==> config.mk <==
export PLATFORM = sky130hd
export DESIGN_NAME = mmbs_top
export DESIGN_NICKNAME = d
export VERILOG_FILES = /design/src/inc/mmbs_pkg.sv /design/src/rtl/mmbs_rqgt_chan.sv /design/src/rtl/mmbs_top.sv
export SDC_FILE = /design/constraint.sdc
export NUM_CORES = 1
export LEC_CHECK = 0
export BUFFER_PORTS_ARGS = -buffer_cell sky130_fd_sc_hd__buf_2
export CAP_MARGIN = 20
export CORE_MARGIN = 4
export CORE_UTILIZATION = 30
export CTS_CLUSTER_DIAMETER = 100
export DETAILED_ROUTE_END_ITERATION = 10
export PLACE_DENSITY = 0.51
export SYNTH_ARGS = -nofsm -noshare
export SYNTH_HDL_FRONTEND = slang
export SYNTH_HIERARCHICAL = 1
export SYNTH_SLANG_ARGS = --single-unit
==> constraint.sdc <==
create_clock -name clk -period 1.55 [get_ports clk]
set_input_delay 0.155 -clock clk [delete_from_list [all_inputs] [get_ports clk]]
set_output_delay 0.155 -clock clk [all_outputs]
set_load 0.03 [all_outputs]
==> src/inc/mmbs_pkg.sv <==
package mmbs_pkg;

  // queue status codes, {hi, lo}
  localparam logic [1:0] QS_NONE = 2'h0;
  localparam logic [1:0] QS_FIRST = 2'h1;
  localparam logic [1:0] QS_FLUSH = 2'h2;
  localparam logic [1:0] QS_NEXT = 2'h3;

  // mode strap level that selects maximum mode
  localparam logic MODE_MAX = 1'b0;

  // bus cycle T-states as reported by the bus unit
  typedef enum logic [2:0] {
    MMBS_TI, MMBS_T1, MMBS_T2, MMBS_T3, MMBS_TW, MMBS_T4
  } mmbs_tstate_t;

  // core-side events feeding the signalling block
  typedef struct packed {
    logic lock_prefix;
    logic instr_done;
    logic intack_cycle;
    logic intack_second;
    logic q_first;
    logic q_next;
    logic q_flush;
  } mmbs_core_t;

  // request/grant pin drive, output level and output enable
  typedef struct packed {
    logic o;
    logic oe;
  } mmbs_pin_t;

endpackage : mmbs_pkg

==> src/rtl/mmbs_rqgt_chan.sv <==
module mmbs_rqgt_chan (
  // clock and reset
  input wire logic clk,
  input wire logic rst_n,
  // synchronised pin level and controls
  input wire logic pin_sync,
  input wire logic enable,
  input wire logic grant_ok,
  input wire logic other_busy,
  // pin drive and status
  output mmbs_pkg::mmbs_pin_t pin,
  output logic req,
  output logic granted
);
  import mmbs_pkg::*;

  typedef enum logic [2:0] {ST_IDLE, ST_REQ, ST_GRANT, ST_ECHO, ST_HOLD} mmbs_rg_state_t;

  mmbs_rg_state_t state_reg, state_next;
  logic prev_reg;
  wire pulse_in = prev_reg & ~pin_sync;

  always_ff @(posedge clk or negedge rst_n) begin
    if (!rst_n) begin
      state_reg <= ST_IDLE;
      prev_reg <= 1'b1;
    end else begin
      state_reg <= state_next;
      prev_reg <= pin_sync;
    end
  end

  // grant pulse driven one clock low; then wait for release pulse
  always_comb begin
    state_next = state_reg;
    case (state_reg)
      ST_IDLE: if (enable && pulse_in) state_next = ST_REQ;
      ST_REQ: if (grant_ok && !other_busy) state_next = ST_GRANT;
      ST_GRANT: state_next = ST_ECHO;
      // own grant pulse reads back through the sync; swallow it, else it ends the hold
      ST_ECHO: if (pulse_in) state_next = ST_HOLD;
      ST_HOLD: if (pulse_in) state_next = ST_IDLE;
      default: state_next = ST_IDLE;
    endcase
  end

  assign pin.o = 1'b0;
  assign pin.oe = (state_reg == ST_GRANT);
  assign req = (state_reg == ST_REQ);
  assign granted = (state_reg == ST_GRANT) || (state_reg == ST_ECHO) || (state_reg == ST_HOLD);

endmodule : mmbs_rqgt_chan

==> src/rtl/mmbs_top.sv <==
// Operation
// max-mode pins only when strap low
// low lock keeps other masters off
// lock prefix holds lock through next instruction
// lock floats high during grant sequence
// acknowledge lock from first T2 to second T2
// queue status shown cycle after operation
// two status outputs, 00 means none
// status outputs always driven
// 01 first, 10 flush, 11 subsequent
// request pulse, grant pulse, release pulse
// line zero wins simultaneous requests
module mmbs_top (
  // clock and reset
  input wire logic clk,
  input wire logic rst_n,
  // mode strap pin
  input wire logic mode_strap,
  // core events and bus state
  input mmbs_pkg::mmbs_core_t core,
  input mmbs_pkg::mmbs_tstate_t tstate,
  // bus lock pin, active low
  output logic bus_lock_n_o,
  output logic bus_lock_n_oe,
  // queue status pins
  output logic queue_status_hi,
  output logic queue_status_lo,
  // request/grant pins
  input wire logic request_grant_high_prio_i,
  output logic request_grant_high_prio_o,
  output logic request_grant_high_prio_oe,
  input wire logic request_grant_low_prio_i,
  output logic request_grant_low_prio_o,
  output logic request_grant_low_prio_oe,
  // local bus handed over; core must float its bus
  output logic bus_released
);
  import mmbs_pkg::*;

  // -----------------------------
  // pin synchronisers
  // -----------------------------
  logic [2:0] sync1_reg, sync2_reg;
  logic max_mode_reg;

  always_ff @(posedge clk or negedge rst_n) begin
    if (!rst_n) begin
      sync1_reg <= 3'h7;
      sync2_reg <= 3'h7;
    end else begin
      sync1_reg <= {mode_strap, request_grant_low_prio_i, request_grant_high_prio_i};
      sync2_reg <= sync1_reg;
    end
  end

  // strap is taken after reset release, never under the async reset
  always_ff @(posedge clk or negedge rst_n) begin
    if (!rst_n) begin
      max_mode_reg <= 1'b0;
    end else begin
      max_mode_reg <= (sync2_reg[2] == MODE_MAX);
    end
  end

  // -----------------------------
  // request/grant arbitration
  // -----------------------------
  logic prefix_lock_reg, ack_lock_reg, ack_first_reg;
  wire lock_active = prefix_lock_reg | ack_lock_reg;
  wire grant_window = (tstate == MMBS_T4) || (tstate == MMBS_TI);
  wire req0, gnt0, gnt1;
  mmbs_pin_t pin0, pin1;

  mmbs_rqgt_chan u_rg0 (
    .clk(clk),
    .rst_n(rst_n),
    .pin_sync(sync2_reg[0]),
    .enable(max_mode_reg),
    .grant_ok(grant_window && !lock_active),
    .other_busy(gnt1),
    .pin(pin0),
    .req(req0),
    .granted(gnt0)
  );

  // line one yields while line zero is requesting
  mmbs_rqgt_chan u_rg1 (
    .clk(clk),
    .rst_n(rst_n),
    .pin_sync(sync2_reg[1]),
    .enable(max_mode_reg),
    .grant_ok(grant_window && !lock_active && !req0),
    .other_busy(gnt0),
    .pin(pin1),
    .req(),
    .granted(gnt1)
  );

  assign request_grant_high_prio_o = pin0.o;
  assign request_grant_high_prio_oe = pin0.oe & max_mode_reg;
  assign request_grant_low_prio_o = pin1.o;
  assign request_grant_low_prio_oe = pin1.oe & max_mode_reg;
  wire grant_seq = gnt0 | gnt1;
  assign bus_released = grant_seq;

  // -----------------------------
  // bus lock
  // -----------------------------
  wire in_t2 = (tstate == MMBS_T2);
  wire ack_t2_first = core.intack_cycle & !core.intack_second & in_t2;
  wire ack_t2_second = core.intack_cycle & core.intack_second & in_t2;

  // prefix lock spans the following instruction, set wins over clear
  always_ff @(posedge clk or negedge rst_n) begin
    if (!rst_n) begin
      prefix_lock_reg <= 1'b0;
      ack_lock_reg <= 1'b0;
      ack_first_reg <= 1'b0;
    end else begin
      if (core.lock_prefix) begin
        prefix_lock_reg <= 1'b1;
      end else if (core.instr_done) begin
        prefix_lock_reg <= 1'b0;
      end
      if (ack_t2_first) begin
        ack_lock_reg <= 1'b1;
        ack_first_reg <= 1'b1;
      end else if (ack_t2_second && ack_first_reg) begin
        ack_lock_reg <= 1'b0;
        ack_first_reg <= 1'b0;
      end
    end
  end

  // float during grant; pull-up gives the weak one
  assign bus_lock_n_o = !lock_active;
  assign bus_lock_n_oe = max_mode_reg && !grant_seq;

  // -----------------------------
  // queue status
  // -----------------------------
  logic [1:0] qs_reg;
  wire [1:0] qs_next = !max_mode_reg ? QS_NONE :
                       core.q_flush ? QS_FLUSH :
                       core.q_first ? QS_FIRST :
                       core.q_next ? QS_NEXT : QS_NONE; // see R7

  // registered: code shows in the cycle after the operation
  always_ff @(posedge clk or negedge rst_n) begin
    if (!rst_n) begin
      qs_reg <= QS_NONE;
    end else begin
      qs_reg <= qs_next;
    end
  end

  // always driven, no enable exists for these pins
  assign queue_status_hi = qs_reg[1];
  assign queue_status_lo = qs_reg[0];

endmodule : mmbs_top

==> impl_metrics.toml <==
[worst_setup_path]
start_kind = "flop"
required_ns = 1.39
endpoint_kind = "output port"
crit_fanout = 3
path_class = "reg -> out"
r2r_cells = 7
critical_path_arrival_ns = 1.43

[finish]
final_layout_size_suffix_gt1_frac = 0.469
post-route-cell-area_um2 = 1160
syn_to_final_growth_pct = 40.6
final_net_count = 129
n_antenna_cell = 0
final.fill_count = 249
stdcell_count = 143

[pwr]
switching_share = 0.342
power.density_nw_per_um2 = 1210
p_int_mw = 0.924
p_leak_nw = 0.549
switching_power_mw = 0.480
p_comb_frac = 0.372
ir_drop_uv = 785
power_frac_seq = 0.442
p_clk_frac = 0.186

[routing]
wirelength_mm = 1.74
first_pass_iters = 4
drc = 0
drtAntennaViolNets = 0
drtIter0Drc = 10
via_count = 658
via_per_inst = 4.60
wire_per_inst_um = 12.2

[placement]
place_hpwl_mm = 1.09
dpl_cell_area_um2 = 955
dp_cells = 124
numPortBuffers = 21
routabilityCongestion = 0.849

[clock_network]
cts-root-buf = "clkbuf_4"
cts.clk_slew.worst_paths_ns = 0.12
cts.sinks = 19
cts_buffer_depth = 2
cts_made_buffers = 3
cts_tree = "done"
cts_max_level = 1
clock_latency_ns = 0.30

[yosys]
yosysWarnings = 6
syn_area_um2 = 822
avgSynthCellArea_um2 = 11.0
syn_nets = 90
syn_inst = 75

[floorplanning]
die_area_um2 = 3640
die_x_um = 60.3
io_pins = 24
coreArea_um2 = 2540
rows = 18
dieHeight_um = 60.3
start_util = 0.323

[run_status]
failed_checks = "negative setup slack"
status = "complete, but fails checks"

[timing]
setup_viol = 2
rsz0062_at_grt = "yes"
setup_ws_ns = -0.0332
finalHoldViolations = 0
slew_viol_final = 0
finClkSkew_ns = 0.00862
fin_crit_sh = 1.02
fin_crit_ns = 1.58
clock.fmax_mhz = 632

[global_routing]
grt_overflow = 0
grt_pass1_wl_mm = 2.76
antenna_found_initial = 0
grt_max_degree = 20
track_usage = 0.104
grt_pass1_vias = 676

[job]
drv_cap = 0

[hold_path]
hp-class = "in -> reg"
worstHoldPathCells = 2
## per-layer routing
| metal | track usage | share of wire | vias to the layer above |
|---|---|---|---|
| li1 | - | - | 327 |
| met1 | 0.117 | 0.42 | 301 |
| met2 | 0.174 | 0.49 | 26 |
| met3 | 0.0426 | 0.084 | 4 |
| met4 | 0.0411 | 0.012 | 0 |
| met5 | 0 | 0 | - |
## cell type report
| cell class | count | area (µm²) | area share |
|---|---|---|---|
| clock buffer | 3 | 22.5 | 0.0195 |
| tap | 30 | 37.5 | 0.0325 |
| clock inverter | 1 | 7.51 | 0.00649 |
| sequential | 19 | 485 | 0.420 |
| inverter | 4 | 15.0 | 0.0130 |
| timing repair buffer | 36 | 236 | 0.205 |
| multi-input combinational | 50 | 352 | 0.304 |
## metrics by stage
stage | hold WS (ns) | power, mW | setup slack, ns | TNS [ns] | utilization
floorplan | -0.141 | 0.886 | 0.103 | 0 | -
global placement | 0.116 | 0.984 | 0.0809 | 0 | 0.375
detailed placement | 0.112 | 0.982 | 0.108 | 0 | 0.375
CTS | 0.00802 | 1.39 | -0.0183 | -0.0183 | 0.443
global route | 0.00347 | 1.50 | -0.112 | -0.249 | 0.454
finish | 0.0233 | 1.40 | -0.0332 | -0.0352 | 0.454
## power by group through the flow
stage	Sequential, mW	Combinational, mW	Clock, mW
after floorplan	0.636	0.250	0
after global placement	0.652	0.333	0
after detailed placement	0.649	0.333	0
after CTS	0.616	0.498	0.279
after global routing	0.628	0.566	0.305
final	0.620	0.523	0.261
## worst paths after layout
kind                                         start  slack [ns]                 end
worst max register to register  u_rg0/state_reg[2]        0.06  u_rg1/state_reg[1]
worst min register to register        sync1_reg[1]        0.36        sync2_reg[1]
min in group asynchronous                    rst_n        0.30           qs_reg[0]
max in group asynchronous                    rst_n        0.91      u_rg0/prev_reg
worst min-delay path                       core[3]        0.02       ack_first_reg
worst max-delay path            u_rg0/state_reg[1]       -0.03       bus_lock_n_oe
## cell usage in the layout, fill, tap and decap left out, drive strengths merged
cell and instances:
buf 31, dfrtp 11, nor2 9, dfstp 8
nand2b 6, dlygate4sd3 5, inv 4, nand3b 4
a21oi 4, o22ai 4, nand2 4, nor2b 3
clkbuf 3, and2 2, conb 2, nor4bb 2
nor3 1, or2 1, o21a 1, xor2 1
nor4 1, nor4b 1, and4bb 1, mux2i 1
a21o 1, clkinvlp 1, nor3b 1
## critical path: stages (launching register included)
cell and delay, ns:
dfrtp_1 0.44, nor2_1 0.06, nand2_1 0.09, nand2_2 0.06, or2_4 0.26, nor2_4 0.08, buf_6 0.13
## what timing repair did
item	CTS	global route
endpoints found under the hold margin	15	0
endpoints found under the setup margin	2	4
setup buffers	8	2
pin swaps	4	1
gates resized for setup	8	2
hold buffers	5	0
Note: power is estimated with default switching activity, not from simulation.
